## config.mk

```make
export PLATFORM = sky130hd
export DESIGN_NAME = ieb_enable_bank
export DESIGN_NICKNAME = d
export VERILOG_FILES = /design/src/design/ieb_flag_cell.v /design/src/design/ieb_enable_bank.v
export VERILOG_INCLUDE_DIRS = /design/src /design/src/common
export SDC_FILE = /design/constraint.sdc
export NUM_CORES = 1
export LEC_CHECK = 0
export ABC_AREA = 1
export BUFFER_PORTS_ARGS = -buffer_cell sky130_fd_sc_hd__buf_2
export CORE_MARGIN = 2
export CORE_UTILIZATION = 35
export CTS_BUF_LIST = sky130_fd_sc_hd__clkbuf_8
export DETAILED_ROUTE_END_ITERATION = 8
export GPL_TIMING_DRIVEN = 0
export HOLD_SLACK_MARGIN = 0.15
export MAX_ROUTING_LAYER = met4
export PLACE_DENSITY = 0.69
export SLEW_MARGIN = 30
export SYNTH_ARGS = -nofsm -noshare
export SYNTH_HDL_FRONTEND = slang
export SYNTH_HIERARCHICAL = 1
export SYNTH_SLANG_ARGS = --single-unit
```

## constraint.sdc

```tcl
create_clock -name clk_i -period 3.2 [get_ports clk_i]
set_input_delay 0.64 -clock clk_i [delete_from_list [all_inputs] [get_ports clk_i]]
set_output_delay 0.64 -clock clk_i [all_outputs]
set_load 0.03 [all_outputs]
```

## src/common/ieb_consts.vh

```
`ifndef IEB_CONSTS_VH
`define IEB_CONSTS_VH

// ****************************************************************
// Register byte offsets on the Avalon-MM slave.
// ****************************************************************
`define IEB_OFS_ENABLE 5'h00
`define IEB_OFS_FLAGS 5'h04
`define IEB_OFS_FLAG_SET 5'h08
`define IEB_OFS_SOURCE 5'h0C
`define IEB_OFS_ACTIVE 5'h10
`define IEB_OFS_IRQ 5'h14

// ****************************************************************
// Field positions of the enable, flag and request vectors.
// ****************************************************************
`define IEB_BIT_RSVD15 15
`define IEB_BIT_DMA_CH1 14
`define IEB_BIT_ADC_FIRST 13
`define IEB_BIT_SER1_TX 12
`define IEB_BIT_SER1_RX 11
`define IEB_BIT_SYNC1_EVENT 10
`define IEB_BIT_SYNC1_ERROR 9
`define IEB_BIT_TIMER_THREE 8
`define IEB_BIT_TIMER_TWO 7
`define IEB_BIT_OUT_CMP2 6
`define IEB_BIT_IN_CAP2 5
`define IEB_BIT_DMA_CH0 4
`define IEB_BIT_TIMER_ONE 3
`define IEB_BIT_OUT_CMP1 2
`define IEB_BIT_IN_CAP1 1
`define IEB_BIT_EXT_PIN0 0

// ****************************************************************
// Widths, reset values and masks.
// ****************************************************************
`define IEB_NUM_SRC 15
`define IEB_REG_W 16
`define IEB_RST_ENABLE 16'h0000
`define IEB_RST_FLAGS 15'h0000
`define IEB_IMPL_MASK 16'h7FFF
`define IEB_RST_RDATA 32'h0000_0000

`endif

```

## src/design/ieb_flag_cell.v

```verilog
`timescale 1ns/1ps

// ****************************************************************
// One sticky pending flag.
// ****************************************************************
module ieb_flag_cell (
  // Clock and reset
  input wire clk_i,
  input wire rst_n_i,
  // Set and clear strobes
  input wire set_i,
  input wire clr_i,
  // Flag state
  output reg flag_o
);

  // A set in the same cycle as a clear wins, so no event is lost.
  always @(posedge clk_i or negedge rst_n_i) begin
    if (!rst_n_i) begin
      flag_o <= 1'b0;
    end else if (set_i) begin
      flag_o <= 1'b1;
    end else if (clr_i) begin
      flag_o <= 1'b0;
    end
  end

endmodule // ieb_flag_cell

```

## src/design/ieb_enable_bank.v

```verilog
`timescale 1ns/1ps
`include "ieb_consts.vh"

module ieb_enable_bank #(
  parameter ADDR_W = 5
) (
  // Clock and reset
  input wire clk_i,
  input wire rst_n_i,
  // Avalon-MM slave
  input wire [ADDR_W-1:0] avs_address_i,
  input wire avs_read_i,
  input wire avs_write_i,
  input wire [31:0] avs_writedata_i,
  input wire [3:0] avs_byteenable_i,
  output reg [31:0] avs_readdata_o,
  output reg avs_waitrequest_o,
  // Request sources
  input wire [`IEB_NUM_SRC-1:0] src_evt_i,
  // Toward the processor interrupt logic
  output reg [`IEB_NUM_SRC-1:0] fwd_req_o,
  output reg irq_o
);

  // ****************************************************************
  // Helper functions.
  // ****************************************************************

  // Compares the word part of a byte address with a register offset.
  function ieb_sel;
    input [ADDR_W-1:0] addr;
    input [4:0] ofs;
    begin
      ieb_sel = (addr[ADDR_W-1:2] == ofs[ADDR_W-1:2]);
    end
  endfunction

  // Expands the two low byte enables into a 16-bit write mask.
  // Lanes 3 and 2 carry no register bits, so their enables are ignored.
  function [`IEB_REG_W-1:0] ieb_lane_mask;
    input [3:0] be;
    begin
      ieb_lane_mask = {{8{be[1]}}, {8{be[0]}}};
    end
  endfunction

  // Places a source vector in the low part of a bus word; the upper
  // bits always read zero.
  function [31:0] ieb_word;
    input [`IEB_NUM_SRC-1:0] vec;
    begin
      ieb_word = {{(32-`IEB_NUM_SRC){1'b0}}, vec};
    end
  endfunction

  // ****************************************************************
  // Declarations.
  // ****************************************************************
  reg [`IEB_REG_W-1:0] enable;
  reg [`IEB_REG_W-1:0] next_enable;
  reg [31:0] next_rdata;
  wire [`IEB_NUM_SRC-1:0] flags;
  wire [`IEB_NUM_SRC-1:0] en_vec;
  wire [`IEB_NUM_SRC-1:0] active;
  wire [`IEB_NUM_SRC-1:0] sw_set;
  wire [`IEB_NUM_SRC-1:0] sw_clr;
  wire [`IEB_REG_W-1:0] wmask;
  wire [`IEB_REG_W-1:0] wdata16;
  wire bus_req;
  wire rd_take;
  wire wr_done;
  wire sel_enable;
  wire sel_flags;
  wire sel_flag_set;
  wire sel_source;
  wire sel_active;
  wire sel_irq;
  wire wr_enable;
  wire wr_flag_clr;
  wire wr_flag_set;
  wire [31:0] word_enable;
  wire [31:0] word_flags;
  wire [31:0] word_source;
  wire [31:0] word_active;
  wire [31:0] word_irq;
  // Enable bits named as software sees them.
  wire dma_ch1_done_irq_en;
  wire adc_first_irq_en;
  wire serial_port1_tx_irq_en;
  wire serial_port1_rx_irq_en;
  wire sync_port1_event_irq_en;
  wire sync_port1_error_irq_en;
  wire timer_three_irq_en;
  wire timer_two_irq_en;
  wire out_compare2_irq_en;
  wire in_capture2_irq_en;
  wire dma_ch0_done_irq_en;
  wire timer_one_irq_en;
  wire out_compare1_irq_en;
  wire in_capture1_irq_en;
  wire ext_pin0_irq_en;

  // ****************************************************************
  // Bus handshake.
  // ****************************************************************

  // Every transfer takes one wait state. The read word is captured
  // while waitrequest is high, so it stands at the completing edge.
  // A write dropped before it completes only ends the wait state; a dropped read has already loaded the read word.
  assign bus_req = avs_read_i | avs_write_i;
  assign rd_take = avs_read_i & avs_waitrequest_o;
  assign wr_done = avs_write_i & ~avs_waitrequest_o;

  always @(posedge clk_i or negedge rst_n_i) begin
    if (!rst_n_i) begin
      avs_waitrequest_o <= 1'b1;
    end else if (bus_req && avs_waitrequest_o) begin
      avs_waitrequest_o <= 1'b0;
    end else begin
      avs_waitrequest_o <= 1'b1;
    end
  end

  // ****************************************************************
  // Address decode.
  // ****************************************************************
  assign sel_enable = ieb_sel(avs_address_i, `IEB_OFS_ENABLE);
  assign sel_flags = ieb_sel(avs_address_i, `IEB_OFS_FLAGS);
  assign sel_flag_set = ieb_sel(avs_address_i, `IEB_OFS_FLAG_SET);
  assign sel_source = ieb_sel(avs_address_i, `IEB_OFS_SOURCE);
  assign sel_active = ieb_sel(avs_address_i, `IEB_OFS_ACTIVE);
  assign sel_irq = ieb_sel(avs_address_i, `IEB_OFS_IRQ);

  assign wmask = ieb_lane_mask(avs_byteenable_i);
  assign wdata16 = avs_writedata_i[`IEB_REG_W-1:0] & wmask;

  // ****************************************************************
  // Write strobes.
  // ****************************************************************

  // A write acts only at its completing edge, so a waiting request never
  // touches the state. Writes to the read-only words are dropped silently.
  assign wr_enable = wr_done & sel_enable;
  assign wr_flag_clr = wr_done & sel_flags;
  assign wr_flag_set = wr_done & sel_flag_set;

  // ****************************************************************
  // Enable register.
  // ****************************************************************
  // Lanes not enabled keep their old value, so a one-byte write leaves
  // the other byte untouched. Bit 15 is masked and always stays zero.
  always @* begin
    next_enable = enable;
    if (wr_enable) begin
      next_enable = ((enable & ~wmask) | wdata16) & `IEB_IMPL_MASK;
    end
  end

  always @(posedge clk_i or negedge rst_n_i) begin
    if (!rst_n_i) begin
      enable <= `IEB_RST_ENABLE;
    end else begin
      enable <= next_enable;
    end
  end

  // ****************************************************************
  // Named enable fields.
  // ****************************************************************
  assign dma_ch1_done_irq_en = enable[`IEB_BIT_DMA_CH1];
  assign adc_first_irq_en = enable[`IEB_BIT_ADC_FIRST];
  assign serial_port1_tx_irq_en = enable[`IEB_BIT_SER1_TX];
  assign serial_port1_rx_irq_en = enable[`IEB_BIT_SER1_RX];
  assign sync_port1_event_irq_en = enable[`IEB_BIT_SYNC1_EVENT];
  assign sync_port1_error_irq_en = enable[`IEB_BIT_SYNC1_ERROR];
  assign timer_three_irq_en = enable[`IEB_BIT_TIMER_THREE];
  assign timer_two_irq_en = enable[`IEB_BIT_TIMER_TWO];
  assign out_compare2_irq_en = enable[`IEB_BIT_OUT_CMP2];
  assign in_capture2_irq_en = enable[`IEB_BIT_IN_CAP2];
  assign dma_ch0_done_irq_en = enable[`IEB_BIT_DMA_CH0];
  assign timer_one_irq_en = enable[`IEB_BIT_TIMER_ONE];
  assign out_compare1_irq_en = enable[`IEB_BIT_OUT_CMP1];
  assign in_capture1_irq_en = enable[`IEB_BIT_IN_CAP1];
  assign ext_pin0_irq_en = enable[`IEB_BIT_EXT_PIN0];

  // ****************************************************************
  // Per-source gating.
  // ****************************************************************

  // Each source sees only its own enable bit: a plain AND per source, with
  // nothing shared, so one enable can never open another source's path.
  assign en_vec[`IEB_BIT_DMA_CH1] = dma_ch1_done_irq_en;
  assign en_vec[`IEB_BIT_ADC_FIRST] = adc_first_irq_en;
  assign en_vec[`IEB_BIT_SER1_TX] = serial_port1_tx_irq_en;
  assign en_vec[`IEB_BIT_SER1_RX] = serial_port1_rx_irq_en;
  assign en_vec[`IEB_BIT_SYNC1_EVENT] = sync_port1_event_irq_en;
  assign en_vec[`IEB_BIT_SYNC1_ERROR] = sync_port1_error_irq_en;
  assign en_vec[`IEB_BIT_TIMER_THREE] = timer_three_irq_en;
  assign en_vec[`IEB_BIT_TIMER_TWO] = timer_two_irq_en;
  assign en_vec[`IEB_BIT_OUT_CMP2] = out_compare2_irq_en;
  assign en_vec[`IEB_BIT_IN_CAP2] = in_capture2_irq_en;
  assign en_vec[`IEB_BIT_DMA_CH0] = dma_ch0_done_irq_en;
  assign en_vec[`IEB_BIT_TIMER_ONE] = timer_one_irq_en;
  assign en_vec[`IEB_BIT_OUT_CMP1] = out_compare1_irq_en;
  assign en_vec[`IEB_BIT_IN_CAP1] = in_capture1_irq_en;
  assign en_vec[`IEB_BIT_EXT_PIN0] = ext_pin0_irq_en;

  // ****************************************************************
  // Pending flags.
  // ****************************************************************

  // Software may clear a flag by writing one, or raise it by writing
  // one to the set register for testing handlers.
  assign sw_clr = wr_flag_clr ? wdata16[`IEB_NUM_SRC-1:0] : `IEB_RST_FLAGS;
  assign sw_set = wr_flag_set ? wdata16[`IEB_NUM_SRC-1:0] : `IEB_RST_FLAGS;

  // The enable never touches the flags, so disabling a source keeps
  // its event pending until software clears it.
  genvar gi;
  generate
    for (gi = 0; gi < `IEB_NUM_SRC; gi = gi + 1) begin : g_flag
      ieb_flag_cell u_flag (
        .clk_i(clk_i),
        .rst_n_i(rst_n_i),
        .set_i(src_evt_i[gi] | sw_set[gi]),
        .clr_i(sw_clr[gi]),
        .flag_o(flags[gi])
      );
    end
  endgenerate

  // ****************************************************************
  // Request forwarding and interrupt.
  // ****************************************************************
  assign active = flags & en_vec;

  // Registered outputs add one cycle of latency from flag or enable.
  // The summary interrupt is the OR of the gated requests, so it is never
  // more stale than they are.
  always @(posedge clk_i or negedge rst_n_i) begin
    if (!rst_n_i) begin
      fwd_req_o <= `IEB_RST_FLAGS;
      irq_o <= 1'b0;
    end else begin
      fwd_req_o <= active;
      irq_o <= |active;
    end
  end

  // ****************************************************************
  // Read words.
  // ****************************************************************
  assign word_enable = {16'h0000, enable & `IEB_IMPL_MASK};
  assign word_flags = ieb_word(flags);
  assign word_source = ieb_word(src_evt_i);
  assign word_active = ieb_word(active);
  assign word_irq = {31'h0000_0000, irq_o};

  // ****************************************************************
  // Read data.
  // ****************************************************************

  // Unmapped offsets fall through to zero. Capturing during the wait
  // state keeps the read path one flop deep; the price is a wait state
  // on every transfer.
  always @* begin
    next_rdata = `IEB_RST_RDATA;
    if (sel_enable) begin
      next_rdata = word_enable;
    end else if (sel_flags) begin
      next_rdata = word_flags;
    end else if (sel_source) begin
      next_rdata = word_source;
    end else if (sel_active) begin
      next_rdata = word_active;
    end else if (sel_irq) begin
      next_rdata = word_irq;
    end
  end

  always @(posedge clk_i or negedge rst_n_i) begin
    if (!rst_n_i) begin
      avs_readdata_o <= `IEB_RST_RDATA;
    end else if (rd_take) begin
      avs_readdata_o <= next_rdata;
    end
  end

endmodule // ieb_enable_bank

```

==> results.ini, run 1 <==
[finish]
fin_cells = 679
final_common_cell = nand2_1
area_growth_pct = 21.8
nets = 601
postLayoutCellArea_um2 = 4150
final_cell_mix = nand2_1 (117), buf_2 (76), nand3_1 (73)
drive_gt1_share_pct = 24.0
antenna-diode-count = 0

[place]
dp_hpwl_um = 6870
dp_cells = 663
place_congestion = 0.891
io_buffers = 66
placed_cell_area_um2 = 3970

[routing]
first_iter_violations = 225
via_per_inst = 4.80
drt_pass1_iterations = 6
drc = 0
wire_per_inst_um = 14.0
drtAntennaViolNets = 0
wirelength_um = 9530
num_vias = 3262

[pwr]
p_total_uw = 2270
p_leak_uw = 0.00227
irDropWorstVdd_mv = 0.243
p_per_area_nw_per_um2 = 547

[yosys]
synthFlopType = dfrtp_1
synth_edf_count = 0
syn_avg_cell_area_um2 = 7.60
synth_area_um2 = 3410
synth_area_leader_cell = dfrtp_1
ys_top_cells_by_area = dfrtp_1 (45%), nand2_1 (13%), nand3_1 (11%)
seq_area_frac_synth_pct = 45.6
synth_seq_cells = 62
yosys_warnings = 6
synth_top_area_share_pct = 44.8
netlist_instances = 448
synthArstFlopShare_pct = 100
yosysUniqueCellTypes = 22

[die]
die_h_um = 103
coreArea_um2 = 9590
rows = 36
chipWidth_um = 103
start_util_pct = 35.5
pin_count = 109
dieArea_um2 = 10500

[global_routing]
antenna_found_initial = 0
gr-total-overflow = 0
grt_pass1_vias = 3097
grt_usage_pct = 19.5
grt_max_degree = 63
grt_pass1_wl_um = 15100

[timing]
fin_skew_ns = 0.0112
period_needed_ns = 1.74
period_share_pct = 54.4
rsz0062_at_grt = false
max_freq_mhz = 575
setup_tns_ns = 0
setup_viol = 0
slew_headroom_pct = 47.3
worst_slew_pin_slew_ns = 0.790
hold_viol_final = 0
fin_worst_hold_slack_ns = 0.346
final-max-slew-violation-count = 0

[setup_path]
cp_top_family = flip-flops
cp-start-kind = flop
worstPathRequired_ns = 2.56
path_buf_inv = 1
path_max_fanout = 4
worstSetupEndpointType = output pin
cp_slowest_cell = dfstp_2
r2r_cells = 5
worst-setup-path-type = reg -> out
r2r-start = avs_waitrequest_o
timing.rr.end = avs_readdata_o[6]
path_cells = buf_2
cp.arrival_ns = 1.10
rrSetupSlack_ns = 1.62
max_stage_delay_ns = 0.55

[clock_tree]
clock_latency_ns = 0.36
h-tree-depth = 3
clock_path_buffers = 2
cts_setup_buffers = 0
cts.repair.resized = 0
cts_sinks = 62
clk_pin_slew_ns = 0.08
cts_hold_buffers = 0
cts_tree = yes
cts_buffers = 9
ctsRootBufferMaster = clkbuf_8

[min_path]
hold_class = in -> async

[run]
max_cap_violations = 0

[status]
status = finished clean

-- where the power goes --
part / leakage [uW] / switching [uW] / internal [uW] / total (uW)
clock network: 0.000103 / 310 / 348 / 658
registers: 0.000720 / 63.6 / 905 / 968
logic: 0.00145 / 454 / 190 / 644
-- worst max-delay path by stage --
| stage | start | to | slack, ns | cells after the start |
|---|---|---|---|---|
| after floorplan | avs_address_i[2] | g_flag[6].u_flag/flag_o | 1.65 | 9 |
| after global placement | rst_n_i | g_flag[4].u_flag/flag_o | 1.32 | 1 |
| after detailed placement | avs_write_i | g_flag[7].u_flag/flag_o | 1.35 | 8 |
| after CTS | avs_waitrequest_o | avs_waitrequest_o | 1.45 | 1 |
| after global routing | avs_waitrequest_o | avs_readdata_o[11] | 1.43 | 5 |
| final | avs_waitrequest_o | avs_waitrequest_o | 1.46 | 1 |
-- layer usage --
metal | routed length, um | part of all wire [%] | track usage (%) | vias up
met5 | 0 | 0 | - | -
met4 | 179 | 1.9 | 7.79 | 0
met3 | 755 | 7.9 | 4.20 | 18
met2 | 4620 | 48 | 31.0 | 168
met1 | 3980 | 42 | 24.3 | 1505
li1 | - | - | - | 1571
-- cell usage after synthesis (2+ instances only) --
master,count
buf_2,11
buf_4,18
buf_6,8
dfrtp_1,61
inv_1,48
inv_2,5
nand2_1,117
nand2_2,3
nand3_1,73
nand4_1,17
nor2_1,60
nor2_8,3
o21ai_0,2
o21bai_1,14
-- cell families after synthesis --
family          after synthesis  synth area share, %
buf+inv                      92                 14.3
flops                        62                 45.6
simple gates                276                 36.5
compound gates               17                 3.53
other cells                   1                0.110
-- cell type report --
| class | count | area, um^2 |
|---|---|---|
| Fill cell | 987 | 5450 |
| Sequential cell | 62 | 1550 |
| Multi-Input combinational cell | 310 | 1430 |
| Timing Repair Buffer | 66 | 333 |
| Buffer | 39 | 288 |
| Inverter | 53 | 199 |
| Tap cell | 133 | 166 |
| Clock buffer | 9 | 124 |
| Clock inverter | 7 | 58.8 |
-- stage by stage --
step / setup slack [ns] / util [%]
finish: 1.46 / 43.2
global route: 1.43 / 43.2
CTS: 1.45 / 43.2
detailed placement: 1.35 / 41.3
global placement: 1.32 / 41.3
floorplan: 1.65 / -
(Power assumes the default switching activity.)
==> run 2: changes to the inputs <==
ABC_AREA = 0   (was 1)
PLACE_DENSITY = 0.71   (was 0.69)
clock period = 1.6 ns   (was 3.2 ns; I/O delays follow)
==> results.ini, run 2 <==
[status]
status = finished clean

[timing]
slew_headroom_pct = 46.7  ; -0.66 points
period_share_pct = 93.8
period_needed_ns = 1.50
setup_viol = 0  ; unchanged
max_freq_mhz = 666
worst_slew_pin_slew_ns = 0.800  ; +0.00995 ns
hold_viol_final = 0  ; unchanged
rsz0062_at_grt = false
final-max-slew-violation-count = 0  ; unchanged
fin_skew_ns = 0.0113  ; +0.0000616 ns
setup_tns_ns = 0  ; unchanged
fin_ws_ns = 0.0991  ; -1.36 ns

[die]
start_util_pct = 36.2  ; +0.70 points
pin_count = 109  ; unchanged
dieArea_um2 = 9840  ; -6.6%
rows = 34  ; -5.6%
coreArea_um2 = 8760  ; -8.7%
chipWidth_um = 99.2  ; -3.4%
die_h_um = 99.2  ; -3.4%

[finish]
multi_input_area_um2 = 1350  ; -5.4%
n_fill_cell = 862  ; -13%
final_cell_mix = buf_2 (72), dfrtp_1 (61), inv_1 (35)
area_growth_pct = 25.6
nets = 458  ; -24%
antenna-diode-count = 0  ; unchanged
final_util_pct = 45.5  ; +2.2 points
final_common_cell = buf_2
drive_gt1_share_pct = 33.3  ; +9.3 points
regArea_um2 = 1550  ; unchanged

[global_routing]
grt_pass1_wl_um = 13100  ; -13%
grt_usage_pct = 17.8  ; -1.7 points
gr-total-overflow = 0  ; unchanged
grt_max_degree = 63  ; unchanged
grt_pass1_vias = 2599  ; -16%
antenna_found_initial = 0  ; unchanged

[setup_path]
worstSetupEndpointType = flop
path_cells = nor3b_4, buf_4, nand3_4, mux2_2
max_stage_delay_ns = 0.39  ; -0.16 ns
r2r_cells = 4  ; -1
r2r-start = avs_waitrequest_o
path_buf_inv = 1  ; unchanged
cp.arrival_ns = 1.73  ; +0.63 ns
worst-path-stages = 4  ; +3
cp_top_family = simple AND/OR/NAND/NOR gates
path_max_fanout = 8  ; +4
worstPathRequired_ns = 1.83  ; -0.73 ns
cp-start-kind = flop
worst-setup-path-type = reg -> reg
cp_slowest_cell = dfstp_2
crit_path_start = avs_waitrequest_o

[clock_tree]
clk_pin_slew_ns = 0.07  ; about the same
ctsRootBufferMaster = clkbuf_8
cts_tree = yes
clock_path_buffers = 2  ; unchanged
cts_sinks = 62  ; unchanged
clock_latency_ns = 0.34  ; -0.02 ns
cts_buffers = 9  ; unchanged
h-tree-depth = 3  ; unchanged

[yosys]
synthFlopType = dfrtp_1
netlist_instances = 297  ; -34%
synth_seq_cells = 62  ; unchanged
syn_avg_cell_area_um2 = 10.7  ; +40%
yosysUniqueCellTypes = 33  ; +50%
ys_top_cells_by_area = dfrtp_1 (48%), a21o_1 (6.9%), mux2_2 (5.3%)
yosys_warnings = 6  ; unchanged
synth_area_leader_cell = dfrtp_1
yosysMostFrequentCell = dfrtp_1
synth_area_um2 = 3170  ; -6.9%
synth_top_area_share_pct = 48.1  ; +3.3 points
synthArstFlopShare_pct = 100  ; unchanged
seq_area_frac_synth_pct = 48.9  ; +3.4 points
synth_edf_count = 0  ; unchanged
synthTopCellsByCount = dfrtp_1 (61), inv_1 (33), a21o_1 (29)

[pwr]
p_leak_uw = 0.00203  ; -11%
p_int_uw = 3160  ; +120%
p_switching_uw = 1560  ; +88%
irDropWorstVdd_mv = 0.332  ; +36%
p_per_area_nw_per_um2 = 1180  ; +120%
seq_power_share_pct = 41.3  ; -1.3 points
p_clk_share_pct = 32.3  ; +3.3 points
swShare_pct = 33.1  ; -3.4 points
comb_power_share_pct = 26.4  ; -2.0 points

[routing]
wirelength_um = 8160  ; -14%
drt_pass1_iterations = 4  ; -2
drc = 0  ; unchanged
first_iter_violations = 122  ; -46%
wire_per_inst_um = 16.0  ; +14%
num_vias = 2482  ; -24%
drtAntennaViolNets = 0  ; unchanged
via_per_inst = 4.86  ; +1.1%

[min_path]
worstHoldStart = avs_writedata_i[2]
hold_class = in -> reg
worstHoldPathCells = 2

[place]
dp_hpwl_um = 5770  ; -16%
io_buffers = 68  ; +3.0%
dp_worst_setup_slack_ns = -0.157  ; -1.51 ns
place_congestion = 0.839  ; -5.9%

[run]
max_cap_violations = 0  ; unchanged

[run 2: timing repair]
| action | 4_1_cts | 5_1_grt |
|---|---|---|
| hold buffers | 3 | 0 |
| gates resized for setup | 4 | 0 |
| buffers inserted | 3 | 0 |
| hold endpoints to repair | 62 | 0 |
| setup endpoints to repair | 20 | 0 |
[run 2: metrics by stage]
step	hold WS (ns)	std cells	total power (uW)	area [um^2]
2_1_floorplan	0.0244	313	2790	3230
4_1_cts	0.232	511	4750	3980
5_1_grt	0.243	511	4940	3980
3_5_place_dp	0.460	489	3210	3710
3_3_place_gp	0.478	489	3190	3710
6_report	0.239	511	4710	3980
[run 2: power groups by stage]
stage | Sequential, uW | Combinational, uW | Clock (uW)
CTS | 1950 | 1260 | 1540
finish | 1950 | 1240 | 1520
global placement | 1970 | 1220 | 0
floorplan | 2290 | 504 | 0
detailed placement | 1980 | 1240 | 0
global route | 1980 | 1350 | 1610
[run 2: worst paths after layout]
| path | to | slack [ns] |
|---|---|---|
| hold reg to reg | g_flag[1].u_flag/flag_o | 0.51 |
| setup / recovery | flop | 0.1 |
| setup reg to reg | flop | 0.1 |
| min in group asynchronous | fwd_req_o[2] | 0.60 |
| max in group asynchronous | asynchronous set/reset pin | 0.47 |
| hold / removal | flop | 0.24 |
[run 2: layout make-up]
| cell class | count | area share [%] |
|---|---|---|
| multi-input cells | 186 | 33.9 |
| clock buffers | 10 | 3.45 |
| clock inverters | 6 | 1.95 |
| inverters | 33 | 3.11 |
| repair buffers | 74 | 9.92 |
| plain buffers | 32 | 5.31 |
| flip-flops and latches | 62 | 39.0 |
| well taps | 108 | 3.39 |
[run 2: cells by family after synthesis]
logic type	share of synthesized area (%)
buf+inv	10.5
flops	48.9
mux	9.74
other cells	0.118
compound gates	20.8
simple gates	9.90
[run 2: worst reg2reg max path, delay by kind of cell (launching register included)]
family        cells  cell delay (ns)
simple gates      2             0.47
flops             1             0.39
mux               1             0.33
buf+inv           1             0.19
[run 2: per-layer routing]
metal  share of wire [%]  GRT usage [%]  up-vias
met3                 7.9           5.83        8
li1                    -              -     1198
met4                 1.2           5.90        0
met5                   0              -        -
met1                  44           22.0     1183
met2                  47           27.8       93
